===== config.mk =====
export PLATFORM = sky130hd
export DESIGN_NAME = uhr_host_rx
export DESIGN_NICKNAME = d
export VERILOG_FILES = /design/src/pkg/uhr_pkg.sv /design/src/pkg/uhr_cnt_if.sv /design/src/rtl/uhr_host_rx.sv /design/src/rtl/uhr_rx_count.sv
export VERILOG_INCLUDE_DIRS = /design/src /design/src/pkg
export SDC_FILE = /design/constraint.sdc
export NUM_CORES = 1
export LEC_CHECK = 0
export ABC_AREA = 0
export ABC_CLOCK_PERIOD_IN_PS = 4200
export BUFFER_PORTS_ARGS = -buffer_cell sky130_fd_sc_hd__buf_2
export CAP_MARGIN = 20
export CORE_MARGIN = 4
export CORE_UTILIZATION = 45
export CTS_BUF_LIST = sky130_fd_sc_hd__clkbuf_4
export CTS_CLUSTER_DIAMETER = 40
export DETAILED_ROUTE_END_ITERATION = 10
export MAX_ROUTING_LAYER = met4
export PLACE_DENSITY = 0.76
export SLEW_MARGIN = 20
export SYNTH_ARGS = -nofsm -noshare
export SYNTH_HDL_FRONTEND = slang
export SYNTH_HIERARCHICAL = 1
export SYNTH_SLANG_ARGS = --single-unit

===== constraint.sdc =====
create_clock -name CLK -period 4.2 [get_ports CLK]
set_input_delay 0.84 -clock CLK [delete_from_list [all_inputs] [get_ports CLK]]
set_output_delay 0.84 -clock CLK [all_outputs]
set_load 0.05 [all_outputs]

===== src/pkg/uhr_defs.svh =====
// register offsets, field positions, interrupt bits and the retry count for the host receive endpoint block
// assumes inclusion by bare name from design files
`ifndef UHR_DEFS_SVH
`define UHR_DEFS_SVH
`define UHR_OFF_CSR 12'h000
`define UHR_OFF_CNT0 12'h004
`define UHR_OFF_RXCNT 12'h008
`define UHR_OFF_TYPE0 12'h00C
`define UHR_OFF_CFG 12'h010
`define UHR_OFF_IRQ_STAT 12'h014
`define UHR_OFF_IRQ_MASK 12'h018
`define UHR_B_TOGWREN 10
`define UHR_B_TOG 9
`define UHR_B_TOGCLR 7
`define UHR_B_STALL 6
`define UHR_B_INREQ 5
`define UHR_B_FLUSH 4
`define UHR_B_ERRNAK 3
`define UHR_B_ERROR 2
`define UHR_B_FULL 1
`define UHR_B_RXRDY 0
`define UHR_SPEED_HI 7
`define UHR_SPEED_LO 6
`define UHR_MAX_TRIES 2'h3
`define UHR_IRQ_RXRDY 0
`define UHR_IRQ_STALL 1
`define UHR_IRQ_ERROR 2
`define UHR_IRQ_NAKTO 3
`endif


===== src/pkg/uhr_pkg.sv =====
// types shared by the host receive endpoint block
// assumes nothing beyond a SystemVerilog compiler
package uhr_pkg;
    typedef enum logic [1:0] {
        UHR_SPD_ILLEGAL = 2'h0,
        UHR_SPD_HIGH = 2'h1,
        UHR_SPD_FULL = 2'h2,
        UHR_SPD_LOW = 2'h3
    } uhr_speed_e;
    typedef enum logic [1:0] {
        UHR_PROT_CTRL = 2'h0,
        UHR_PROT_ISO = 2'h1,
        UHR_PROT_BULK = 2'h2,
        UHR_PROT_INTR = 2'h3
    } uhr_prot_e;
    typedef enum {
        UHR_ST_IDLE,
        UHR_ST_WAIT,
        UHR_ST_HALT
    } uhr_state_e;
endpackage : uhr_pkg


===== src/pkg/uhr_cnt_if.sv =====
// interface carrying receive fifo occupancy events between the top and its counter
// assumes one clock domain shared by both ends
`timescale 1ns/1ns
`default_nettype none
interface uhr_cnt_if;
    logic push;
    logic [12:0] push_bytes;
    logic pop;
    logic flush;
    logic [12:0] count;
    logic full;
    logic more;
    modport top (output push, output push_bytes, output pop, output flush, input count, input full, input more);
    modport cnt (input push, input push_bytes, input pop, input flush, output count, output full, output more);
endinterface : uhr_cnt_if
`default_nettype wire


===== src/rtl/uhr_host_rx.sv =====
// host receive endpoint control and status, reached over APB
// assumes a link engine on the same clock reporting handshakes and packet arrivals as one-cycle pulses
// Functional notes
// - toggle write needs enable; enable self-clears
// - read returns current receive data toggle
// - toggle writes ignored while enable low
// - toggle clear resets data toggle to zero
// - stall handshake sets flag and interrupt
// - in request issues IN; cleared on packet
// - flush drops head packet, clears ready unless another is buffered
// - flush ignored unless packet ready set
// - iso crc error flag follows packet ready
// - bulk nak limit halts endpoint, sets flag
// - three empty tries set error, interrupt
// - error reads zero in iso mode
// - full flag when no packet fits
// - packet ready sets flag and interrupt
// - endpoint zero count, seven bits
// - receive count, thirteen bits
// - speed field bits seven to six
// - speed codes: 1 high, 2 full, 3 low
`timescale 1ns/1ns
`default_nettype none
`include "uhr_defs.svh"
module uhr_host_rx #(
    parameter int SLOTS = 2,
    parameter int NAK_LIMIT_W = 8
) (
    // clock and reset
    input wire logic CLK,
    input wire logic RESET,
    // apb slave
    input wire logic PSEL,
    input wire logic PENABLE,
    input wire logic PWRITE,
    input wire logic [11:0] PADDR,
    input wire logic [31:0] PWDATA,
    output logic [31:0] PRDATA,
    output logic PREADY,
    output logic PSLVERR,
    // link engine events
    input wire logic LINK_DATA,
    input wire logic [12:0] LINK_BYTES,
    input wire logic LINK_CRC_ERR,
    input wire logic LINK_TOGGLE,
    input wire logic LINK_NAK,
    input wire logic LINK_STALL,
    input wire logic LINK_TIMEOUT,
    input wire logic LINK_POP,
    // link engine request
    output logic IN_ISSUE,
    output logic [1:0] TARGET_SPEED,
    // interrupt
    output logic IRQ
);
    uhr_cnt_if cif ();
    uhr_pkg::uhr_state_e st_reg;
    uhr_pkg::uhr_prot_e prot_reg;
    logic [NAK_LIMIT_W-1:0] nak_limit_reg;
    logic [NAK_LIMIT_W-1:0] nak_cnt_reg;
    logic [1:0] tries_reg;
    logic tog_wren_reg, tog_reg, stall_reg, inreq_reg, errnak_reg, error_reg, rxrdy_reg;
    logic [1:0] speed_reg;
    logic [3:0] irq_stat_reg, irq_mask_reg;
    logic [31:0] rdata_next;
    logic wr, rd, hit, issue;
    logic iso;
    logic pkt_in, flush_go;

    function automatic logic sel(input logic [11:0] a, input logic [11:0] off);
        sel = (a == off);
    endfunction : sel

    assign wr = PSEL && PENABLE && PWRITE;
    assign rd = PSEL && !PWRITE;
    assign hit = sel(PADDR, `UHR_OFF_CSR) || sel(PADDR, `UHR_OFF_CNT0) || sel(PADDR, `UHR_OFF_RXCNT)
        || sel(PADDR, `UHR_OFF_TYPE0) || sel(PADDR, `UHR_OFF_CFG) || sel(PADDR, `UHR_OFF_IRQ_STAT)
        || sel(PADDR, `UHR_OFF_IRQ_MASK);
    assign iso = (prot_reg == uhr_pkg::UHR_PROT_ISO);
    assign pkt_in = LINK_DATA && (st_reg == uhr_pkg::UHR_ST_WAIT) && !cif.full;
    assign flush_go = wr && sel(PADDR, `UHR_OFF_CSR) && PWDATA[`UHR_B_FLUSH] && rxrdy_reg;
    assign issue = (st_reg == uhr_pkg::UHR_ST_IDLE) && inreq_reg && !errnak_reg && !error_reg && !stall_reg;

    uhr_rx_count #(.SLOTS(SLOTS)) u_cnt (
        .clk(CLK),
        .reset(RESET),
        .c(cif)
    );
    assign cif.push = pkt_in;
    assign cif.push_bytes = LINK_BYTES;
    assign cif.pop = LINK_POP && rxrdy_reg && !flush_go;
    assign cif.flush = flush_go;

    // transaction sequencer
    always_ff @(posedge CLK) begin
        if (RESET) begin
            st_reg <= uhr_pkg::UHR_ST_IDLE;
            nak_cnt_reg <= '0;
            tries_reg <= 2'h0;
        end else begin
            unique case (st_reg)
                uhr_pkg::UHR_ST_IDLE: begin
                    if (issue) begin
                        st_reg <= uhr_pkg::UHR_ST_WAIT;
                    end
                end
                uhr_pkg::UHR_ST_WAIT: begin
                    if (pkt_in || LINK_STALL) begin
                        st_reg <= uhr_pkg::UHR_ST_IDLE;
                        nak_cnt_reg <= '0;
                        tries_reg <= 2'h0;
                    end else if (LINK_NAK) begin
                        if (!iso && nak_limit_reg > 1 && nak_cnt_reg + 1'b1 >= nak_limit_reg) begin
                            st_reg <= uhr_pkg::UHR_ST_HALT;
                            nak_cnt_reg <= '0;
                        end else begin
                            nak_cnt_reg <= nak_cnt_reg + 1'b1;
                            st_reg <= uhr_pkg::UHR_ST_IDLE;
                        end
                    end else if (LINK_TIMEOUT) begin
                        st_reg <= uhr_pkg::UHR_ST_IDLE;
                        // iso has no retry accounting
                        if (!iso) begin
                            tries_reg <= (tries_reg + 2'h1 >= `UHR_MAX_TRIES) ? 2'h0 : tries_reg + 2'h1;
                        end
                    end
                end
                uhr_pkg::UHR_ST_HALT: begin
                    if (!errnak_reg) begin
                        st_reg <= uhr_pkg::UHR_ST_IDLE;
                    end
                end
            endcase
        end
    end

    assign IN_ISSUE = issue;

    // control and status flags; hardware set wins over software clear
    always_ff @(posedge CLK) begin
        if (RESET) begin
            tog_wren_reg <= 1'b0;
            tog_reg <= 1'b0;
            stall_reg <= 1'b0;
            inreq_reg <= 1'b0;
            errnak_reg <= 1'b0;
            error_reg <= 1'b0;
            rxrdy_reg <= 1'b0;
        end else begin
            // the enable stands one cycle after the write that used it, then drops by itself
            if (tog_wren_reg) tog_wren_reg <= 1'b0;
            if (wr && sel(PADDR, `UHR_OFF_CSR)) begin
                if (PWDATA[`UHR_B_TOGWREN]) begin
                    tog_reg <= PWDATA[`UHR_B_TOG];
                    tog_wren_reg <= 1'b1;
                end
                if (PWDATA[`UHR_B_TOGCLR]) begin
                    tog_reg <= 1'b0;
                end
                if (!PWDATA[`UHR_B_STALL]) stall_reg <= 1'b0;
                inreq_reg <= PWDATA[`UHR_B_INREQ];
                if (!PWDATA[`UHR_B_ERRNAK] && !iso) errnak_reg <= 1'b0;
                if (!PWDATA[`UHR_B_ERROR]) error_reg <= 1'b0;
                if (!PWDATA[`UHR_B_RXRDY] || flush_go) begin
                    // a second buffered packet moves up and is ready at once
                    rxrdy_reg <= flush_go && cif.more;
                    if (iso) errnak_reg <= 1'b0;
                end
            end
            if (cif.pop) begin
                rxrdy_reg <= cif.more;
                if (iso) errnak_reg <= 1'b0;
            end
            if (pkt_in) begin
                tog_reg <= LINK_TOGGLE;
                rxrdy_reg <= 1'b1;
                inreq_reg <= 1'b0;
                if (iso && LINK_CRC_ERR) errnak_reg <= 1'b1;
            end
            if (st_reg == uhr_pkg::UHR_ST_WAIT && LINK_STALL) begin
                stall_reg <= 1'b1;
                inreq_reg <= 1'b0;
            end
            if (st_reg == uhr_pkg::UHR_ST_WAIT && LINK_NAK && !iso && nak_limit_reg > 1
                && nak_cnt_reg + 1'b1 >= nak_limit_reg) begin
                errnak_reg <= 1'b1;
            end
            if (st_reg == uhr_pkg::UHR_ST_WAIT && LINK_TIMEOUT && !iso && tries_reg + 2'h1 >= `UHR_MAX_TRIES) begin
                error_reg <= 1'b1;
                inreq_reg <= 1'b0;
            end
        end
    end

    // configuration registers
    always_ff @(posedge CLK) begin
        if (RESET) begin
            speed_reg <= 2'h0;
            prot_reg <= uhr_pkg::UHR_PROT_BULK;
            nak_limit_reg <= '0;
            irq_mask_reg <= 4'h0;
        end else if (wr) begin
            if (sel(PADDR, `UHR_OFF_TYPE0)) speed_reg <= PWDATA[`UHR_SPEED_HI:`UHR_SPEED_LO];
            if (sel(PADDR, `UHR_OFF_CFG)) begin
                prot_reg <= uhr_pkg::uhr_prot_e'(PWDATA[17:16]);
                nak_limit_reg <= PWDATA[NAK_LIMIT_W-1:0];
            end
            if (sel(PADDR, `UHR_OFF_IRQ_MASK)) irq_mask_reg <= PWDATA[3:0];
        end
    end

    assign TARGET_SPEED = speed_reg;

    // sticky interrupt status, write one to clear, set wins
    always_ff @(posedge CLK) begin
        if (RESET) begin
            irq_stat_reg <= 4'h0;
        end else begin
            irq_stat_reg <= (irq_stat_reg & ~((wr && sel(PADDR, `UHR_OFF_IRQ_STAT)) ? PWDATA[3:0] : 4'h0))
                | {errnak_ev(), (st_reg == uhr_pkg::UHR_ST_WAIT && LINK_TIMEOUT && !iso
                && tries_reg + 2'h1 >= `UHR_MAX_TRIES), (st_reg == uhr_pkg::UHR_ST_WAIT && LINK_STALL),
                pkt_in};
        end
    end

    function automatic logic errnak_ev();
        errnak_ev = st_reg == uhr_pkg::UHR_ST_WAIT && LINK_NAK && !iso && nak_limit_reg > 1
            && nak_cnt_reg + 1'b1 >= nak_limit_reg;
    endfunction : errnak_ev

    always_ff @(posedge CLK) begin
        if (RESET) IRQ <= 1'b0;
        else IRQ <= |((irq_stat_reg) & irq_mask_reg);
    end

    // read mux; reserved bits return zero
    always_comb begin
        rdata_next = 32'h00000000;
        if (sel(PADDR, `UHR_OFF_CSR)) begin
            rdata_next[`UHR_B_TOG] = tog_reg;
            rdata_next[`UHR_B_STALL] = stall_reg;
            rdata_next[`UHR_B_INREQ] = inreq_reg;
            rdata_next[`UHR_B_ERRNAK] = errnak_reg;
            rdata_next[`UHR_B_ERROR] = error_reg && !iso;
            rdata_next[`UHR_B_FULL] = cif.full;
            rdata_next[`UHR_B_RXRDY] = rxrdy_reg;
        end else if (sel(PADDR, `UHR_OFF_CNT0)) begin
            rdata_next[6:0] = cif.count[6:0];
        end else if (sel(PADDR, `UHR_OFF_RXCNT)) begin
            rdata_next[12:0] = cif.count;
        end else if (sel(PADDR, `UHR_OFF_TYPE0)) begin
            rdata_next[`UHR_SPEED_HI:`UHR_SPEED_LO] = speed_reg;
        end else if (sel(PADDR, `UHR_OFF_CFG)) begin
            rdata_next[17:16] = prot_reg;
            rdata_next[NAK_LIMIT_W-1:0] = nak_limit_reg;
        end else if (sel(PADDR, `UHR_OFF_IRQ_STAT)) begin
            rdata_next[3:0] = irq_stat_reg;
        end else if (sel(PADDR, `UHR_OFF_IRQ_MASK)) begin
            rdata_next[3:0] = irq_mask_reg;
        end
    end

    always_ff @(posedge CLK) begin
        if (RESET) PRDATA <= 32'h00000000;
        else if (rd && !PENABLE) PRDATA <= rdata_next;
    end

    // no wait states: setup, then access completes
    assign PREADY = 1'b1;
    assign PSLVERR = PSEL && PENABLE && !hit;

    property p_stall_irq;
        @(posedge CLK) disable iff (RESET)
            (st_reg == uhr_pkg::UHR_ST_WAIT && LINK_STALL) |=> stall_reg && irq_stat_reg[`UHR_IRQ_STALL];
    endproperty
    a_stall_irq: assert property (p_stall_irq) else $error("stall not flagged");

    property p_inreq_clr;
        @(posedge CLK) disable iff (RESET)
            pkt_in |=> !inreq_reg && rxrdy_reg;
    endproperty
    a_inreq_clr: assert property (p_inreq_clr) else $error("in request not cleared");

    property p_err_iso;
        @(posedge CLK) disable iff (RESET)
            (iso && sel(PADDR, `UHR_OFF_CSR)) |-> !rdata_next[`UHR_B_ERROR];
    endproperty
    a_err_iso: assert property (p_err_iso) else $error("error visible in iso");

    property p_flush;
        @(posedge CLK) disable iff (RESET)
            (flush_go && !pkt_in) |=> rxrdy_reg == $past(cif.more);
    endproperty
    a_flush: assert property (p_flush) else $error("flush left wrong ready state");

    property p_tog_keep;
        @(posedge CLK) disable iff (RESET)
            (wr && sel(PADDR, `UHR_OFF_CSR) && !PWDATA[`UHR_B_TOGWREN] && !PWDATA[`UHR_B_TOGCLR] && !pkt_in)
            |=> $stable(tog_reg);
    endproperty
    a_tog_keep: assert property (p_tog_keep) else $error("toggle changed without enable");

    property p_tog_clr;
        @(posedge CLK) disable iff (RESET)
            (wr && sel(PADDR, `UHR_OFF_CSR) && PWDATA[`UHR_B_TOGCLR] && !pkt_in) |=> !tog_reg;
    endproperty
    a_tog_clr: assert property (p_tog_clr) else $error("toggle not cleared");

    property p_wren_clr;
        @(posedge CLK) disable iff (RESET)
            (wr && sel(PADDR, `UHR_OFF_CSR) && PWDATA[`UHR_B_TOGWREN] && !PWDATA[`UHR_B_TOGCLR] && !pkt_in)
            |=> tog_wren_reg && tog_reg == $past(PWDATA[`UHR_B_TOG]) ##1 !tog_wren_reg;
    endproperty
    a_wren_clr: assert property (p_wren_clr) else $error("toggle enable stuck or value lost");

    property p_halt;
        @(posedge CLK) disable iff (RESET)
            errnak_ev() |=> errnak_reg && st_reg == uhr_pkg::UHR_ST_HALT;
    endproperty
    a_halt: assert property (p_halt) else $error("nak limit did not halt");

    property p_err_irq;
        @(posedge CLK) disable iff (RESET)
            (st_reg == uhr_pkg::UHR_ST_WAIT && LINK_TIMEOUT && !iso && tries_reg == 2'h2)
            |=> error_reg && irq_stat_reg[`UHR_IRQ_ERROR];
    endproperty
    a_err_irq: assert property (p_err_irq) else $error("third empty try not flagged");

    property p_rx_irq;
        @(posedge CLK) disable iff (RESET)
            pkt_in |=> irq_stat_reg[`UHR_IRQ_RXRDY];
    endproperty
    a_rx_irq: assert property (p_rx_irq) else $error("packet arrival not in status");

    property p_issue_pulse;
        @(posedge CLK) disable iff (RESET)
            IN_ISSUE |=> !IN_ISSUE;
    endproperty
    a_issue_pulse: assert property (p_issue_pulse) else $error("in issue longer than one cycle");

    c_pkt: cover property (@(posedge CLK) pkt_in);
    c_halt: cover property (@(posedge CLK) st_reg == uhr_pkg::UHR_ST_HALT);
    c_full: cover property (@(posedge CLK) cif.full);
    c_stall: cover property (@(posedge CLK) st_reg == uhr_pkg::UHR_ST_WAIT && LINK_STALL);
    c_flush_next: cover property (@(posedge CLK) flush_go && cif.more);
endmodule : uhr_host_rx
`default_nettype wire


===== src/rtl/uhr_rx_count.sv =====
// receive byte counter and packet slot tracker
// assumes events arrive on the same clock; at most two packet slots
`timescale 1ns/1ns
`default_nettype none
module uhr_rx_count #(
    parameter int SLOTS = 2
) (
    input wire logic clk,
    input wire logic reset,
    uhr_cnt_if.cnt c
);
    logic [1:0] slots_reg;
    logic [12:0] count_reg;
    logic [12:0] next_len_reg;

    always_ff @(posedge clk) begin
        if (reset) begin
            slots_reg <= 2'h0;
            count_reg <= 13'h0000;
            next_len_reg <= 13'h0000;
        end else if ((c.flush || c.pop) && c.push) begin
            // a push only reaches a free slot, so the head leaves and the new packet takes its place
            count_reg <= c.push_bytes;
        end else if (c.flush || c.pop) begin
            // the second slot's length moves up to the head
            slots_reg <= (slots_reg != 2'h0) ? slots_reg - 2'h1 : 2'h0;
            count_reg <= (slots_reg == 2'h2) ? next_len_reg : 13'h0000;
            next_len_reg <= 13'h0000;
        end else if (c.push && (32'(slots_reg) < SLOTS)) begin
            slots_reg <= slots_reg + 2'h1;
            if (slots_reg == 2'h0) begin
                count_reg <= c.push_bytes;
            end else begin
                next_len_reg <= c.push_bytes;
            end
        end
    end

    assign c.count = count_reg;
    assign c.full = (32'(slots_reg) >= SLOTS);
    assign c.more = (slots_reg > 2'h1);
endmodule : uhr_rx_count
`default_nettype wire


After elaboration in Yosys (flattened, before gate mapping) --
Index checks and enable logic that the tools add are counted.
Operators by class: add/sub/neg operators 4, $mul 0, div/mod/pow operators 0, $lt $le $gt $ge 6, equality and inequality tests 19, shift operators 0, muxes and demuxes 71, bitwise operators 5, reduce and logical (&&, ||, !) cells 84
Operators by type and width (number):
- $mux 32 | 5
- $mux 13 | 8
- $pmux 32 s3 | 1
- $eq 32x2->1 const B | 2
- $logic_not 32->1 | 2
- $eq 12x5->1 const B | 3
- $mux 2 | 17
- $logic_and 1x1->1 | 33
- $eq 32x1->1 const B | 1
- $mux 8 | 4
- $mux 1 | 25
- $eq 12x4->1 const B | 2
- $mux 4 | 6
- $reduce_and 2->1 | 10
- $reduce_bool 3->1 | 5
- $reduce_bool 2->1 | 7
- $eq 12x3->1 const B | 1
- $logic_not 12->1 | 1
- $mux 6 | 2
- $logic_not 1->1 | 11
- $ne 2x1->1 const B | 5
- $logic_or 1x1->1 | 9
- $add 8x1->8 const B | 1
- $and 4x4->4 | 2
- other kinds (21) | 26
Storage, ports and cells: register bits 112, latch bits 0, RAM bits 0, ROM bits 0, output and inout port bits 38, word-level logic and storage cells 208, memories 0

Logic depth before layout (Yosys ltp) --
word-level depth 13, mapped depth 11, depth with buffers taken out 10

Cells and area by module --
The synthesis kept the hierarchy.
Modules (own cells, without submodules):
- uhr_host_rx | times used 1, cells an instance 376, area each 3083.0 µm², sequential area each 1081.0 µm²
- uhr_rx_count | times used 1, cells an instance 172, area each 1540.2 µm², sequential area each 560.5 µm²

Worst setup path before layout --
No wires, ideal clock.
path kind register to output, start point register st_reg[0], end point output IN_ISSUE, data arrival time 2.145 ns, setup slack 1.215 ns, cell stages (with the launch flop) 5, path buffers 0, cell sequence dfxtp_1 -> inv_1 -> ha_1 -> inv_1 -> nor4_1
On the way: word-level cells in the longest chain between the ends 5
Ends and longest elaborated chain:
- from (decl) | line uhr_host_rx.sv:57 | uhr_pkg::uhr_state_e st_reg;
- from (signal assigned) | line uhr_host_rx.sv:97 | st_reg <= uhr_pkg::UHR_ST_IDLE;
- from (signal assigned) | line uhr_host_rx.sv:104 | st_reg <= uhr_pkg::UHR_ST_WAIT;
- from (signal assigned) | line uhr_host_rx.sv:109 | st_reg <= uhr_pkg::UHR_ST_IDLE;
- $logic_not 32->1 | line uhr_host_rx.sv:82 | assign issue = (st_reg == uhr_pkg::UHR_ST_IDLE) && inreq_reg && !errnak_reg && !error_reg && !stall_reg;
- $logic_and 1x1->1 (4 in series) | line uhr_host_rx.sv:82
- to (decl) | line uhr_host_rx.sv:51 | output logic IN_ISSUE,
No other way between the ends.

Worst setup path in the final report --
start point register u_cnt.slots_reg[0], end point register u_cnt.slots_reg[1]
On the way: word-level cells in the longest chain between the ends 6, elaborated cells on any way between the ends 15, those cells by class add/sub (2); order compare (2); mux (3); bitwise (1); reduce/logical (7)
Ends and longest elaborated chain:
- from (decl) | line uhr_rx_count.sv:12 | logic [1:0] slots_reg;
- from (signal assigned) | line uhr_rx_count.sv:26 | slots_reg <= (slots_reg != 2'h0) ? slots_reg - 2'h1 : 2'h0;
- from (signal assigned) | line uhr_rx_count.sv:30 | slots_reg <= slots_reg + 2'h1;
- $ge 2x2->1 (*) | line uhr_rx_count.sv:40 | assign c.full = (32'(slots_reg) >= SLOTS);
- net cif.full | line uhr_cnt_if.sv:11 | logic full;
- $logic_not 1->1 (*) | line uhr_host_rx.sv:80 | assign pkt_in = LINK_DATA && (st_reg == uhr_pkg::UHR_ST_WAIT) && !cif.full;
- $logic_and 1x1->1 (*) | line uhr_host_rx.sv:80
- net cif.push | line uhr_cnt_if.sv:6 | logic push;
- $logic_and 1x1->1 (on tied branches) | line uhr_rx_count.sv:29, uhr_rx_count.sv:21
- $reduce_bool 2->1 (no line) or $not 1->1 (tied branches)
- $reduce_and 2->1 (no line) (*)
The timed path passes the listed nets; every way through them passes the cells marked *. The select of a mux whose other input is x is not followed. A chain may end at the register's enable or synchronous reset.

==> qor.csv <==
metric,value,unit
seqCellArea,0.00164,mm2
drtIter0Drc,287,
portBuffers,68,
synth-seq-cells,82,
grt_max_degree,48,
power.density,271,mW/mm2
syn_area,0.00462,mm2
cts_max_level,3,
syn_area_per_cell,8.44,um2
nets,682,
tightest_slew,1.02,ns
cap_violations,0,
start_util,46.7,%
async_flop_share,0,%
finalCritPeriodShare,74.9,%
die_w,109,um
synth-edff-count,0,
core,0.00991,mm2
grt.overflow.total,0,
cts.sinks,82,
design_area,0.00503,mm2
reg2reg_depth,8,
antenna_left,0,
status,"finished, final reports clean",
path_cells,"inv_1, ha_1, or2_2, nand3b_1, inv_2, o21bai_1, mux2i_1, a21oi_1",
post-place-ws,0.810,ns
cts_post_setup_buffers_inserted,0,
grt_util_all_layers,20.8,%
hold_end,PRDATA[17],
row_count,36,
r2r-start,u_cnt/slots_reg[0],
synth_top_area_share,35.5,%
setup_violations,0,
gp_congestion,0.906,
cts_root_buffer,clkbuf_4,
fill_cells,991,
finalPower,0.00136,W
grt_pass1_vias,3860,
multi_input_area,0.00267,mm2
clock.fmax,318,MHz
synth-main-ff-cell,dfxtp_1,
worst_ep_arrival_time,3.44,ns
leakage,2.11,nW
num_vias,4200,
setup_tns,0,ns
rsz0062_at_grt,false,
dr.pass1.iters,5,
placed_area,0.00490,mm2
dp_hpwl,8.84,mm
die-area,0.0120,mm2
antenna_found_initial,0,
clock_latency,0.45,ns
chipHeight,109,um
worst_slack,1.05,ns
synthDistinctLibCells,63,
hold_buffers,0,
reg2reg_slack,1.05,ns
largest_reg_flops,15,
mostFrequentLayoutCell,dfxtp_1,
viasPerCell,5.72,
synthTopCellsByArea,"dfxtp_1, mux2i_1, ha_1",
diodes,0,
layout_min_cycle_time,3.15,ns
hold_class,reg2reg,
clk_pin_slew,0.13,ns
relSlewSlack,31.8,%
wire_per_inst,16.4,um
cts_tree,built,
critPathKind,reg2reg,
crit_required,4.49,ns
yosys.area.top_type,dfxtp_1,
critPathLaunchType,flop,
final_max_slew_viol_count,0,
clockBufferDepth,2,
r2r_end,u_cnt/slots_reg[1],
yosysWarnings,6,
vdd_ir_drop_max,216,uV
syn_inst,548,
cts_resized,0,
ys_seq_area_share,35.5,%
finalHoldViolCount,0,
drc,0,
ios,107,
worstHoldStart,PRDATA[17],
hold_depth,2,
crit_path_max_incr_delay,0.54,ns
routed_wirelength,12.1,mm
hold_ws,0.457,ns
layout_common_cells,"dfxtp_1, buf_2, nand2_1",
grt_pass1_wl,19.1,mm
skew,0.0235,ns
cts_buffers,9,
cp_slowest_cell,o21bai_1,
final_layout_size_suffix_gt1_share,19.1,%
areaGrowthSynthToFinish,8.90,%
critPathMaxFanout,37,
end_kind,flop,
[how the worst max path moves through the flow]
stage                     slack, ns          startpoint  cells past startpoint                  to
after global placement         0.86            PADDR[6]                      7  u_cnt/slots_reg[1]
after global routing           0.85  u_cnt/slots_reg[0]                      8  u_cnt/slots_reg[1]
after detailed placement       0.81            PADDR[6]                      7  u_cnt/slots_reg[1]
final                          1.05  u_cnt/slots_reg[0]                      8  u_cnt/slots_reg[1]
after floorplan                1.22           st_reg[0]                      4            IN_ISSUE
after CTS                      1.08  u_cnt/slots_reg[0]                      8  u_cnt/slots_reg[1]
[cells in the mapped netlist, types with 4 or more instances]
library cell / instances
nand3b_1: 16
nor2_1: 52
a221oi_1: 16
ha_1: 17
nand2_1: 53
a22oi_1: 12
inv_1: 17
a21oi_1: 37
nand4_1: 4
a31oi_1: 7
clkbuf_1: 14
dfxtp_1: 82
buf_2: 8
and3_1: 5
buf_4: 22
nand2b_1: 4
and2b_2: 12
nor4_1: 15
mux2i_1: 28
o21ai_0: 10
nand3_1: 16
nor3_1: 28
xnor2_1: 4
nor2b_1: 4
[power by group]
part,switching (W),total (W),internal (W)
clock,0.000275,0.000459,0.000183
combinational,0.0000970,0.000128,0.0000310
sequential,0.000000170,0.000778,0.000778
[kinds of logic (layout without fill, tap and decap cells)]
| group | count (synthesis) | after routing | synth area share [%] |
|---|---|---|---|
| other cells | 2 | 18 | 0.162 |
| compound gates | 112 | 112 | 17.4 |
| mux | 28 | 28 | 6.06 |
| xor+xnor | 6 | 6 | 1.14 |
| fa+ha+maj | 17 | 17 | 4.60 |
| buf+inv | 68 | 105 | 8.09 |
| simple gates | 233 | 233 | 27.0 |
| flops | 82 | 82 | 35.5 |
[critical path: cells and delay by family, from the launching register on]
family                   cells  cell delay [ns]
adder cells (fa/ha/maj)      1             0.38
AO/OA/AOI/OAI                2             0.62
buffers and inverters        2             0.64
multiplexers                 1             0.26
flip-flops                   1             0.43
AND/OR/NAND/NOR              2             0.69
[layer usage]
metal	vias up	global-route usage, %	part of all wire [%]
met3	16	4.70	6.3
met2	145	32.2	47
li1	2049	-	-
met5	-	-	0
met4	0	6.68	1.6
met1	1990	27.1	45
[final cells by class]
type / instances / area share, %
Clock buffer: 10 / 1.49
Clock inverter: 6 / 1.14
Inverter: 19 / 1.42
Multi-Input combinational cell: 414 / 53.0
Sequential cell: 82 / 32.6
Tap cell: 133 / 3.31
Timing Repair Buffer: 70 / 7.06
[stage by stage]
step	util (%)	instances
2_1_floorplan	-	564
3_3_place_gp	49.5	718
3_5_place_dp	49.5	718
4_1_cts	50.8	734
5_1_grt	50.8	734
6_report	50.8	734
Power figures use the tool's default switching activity.
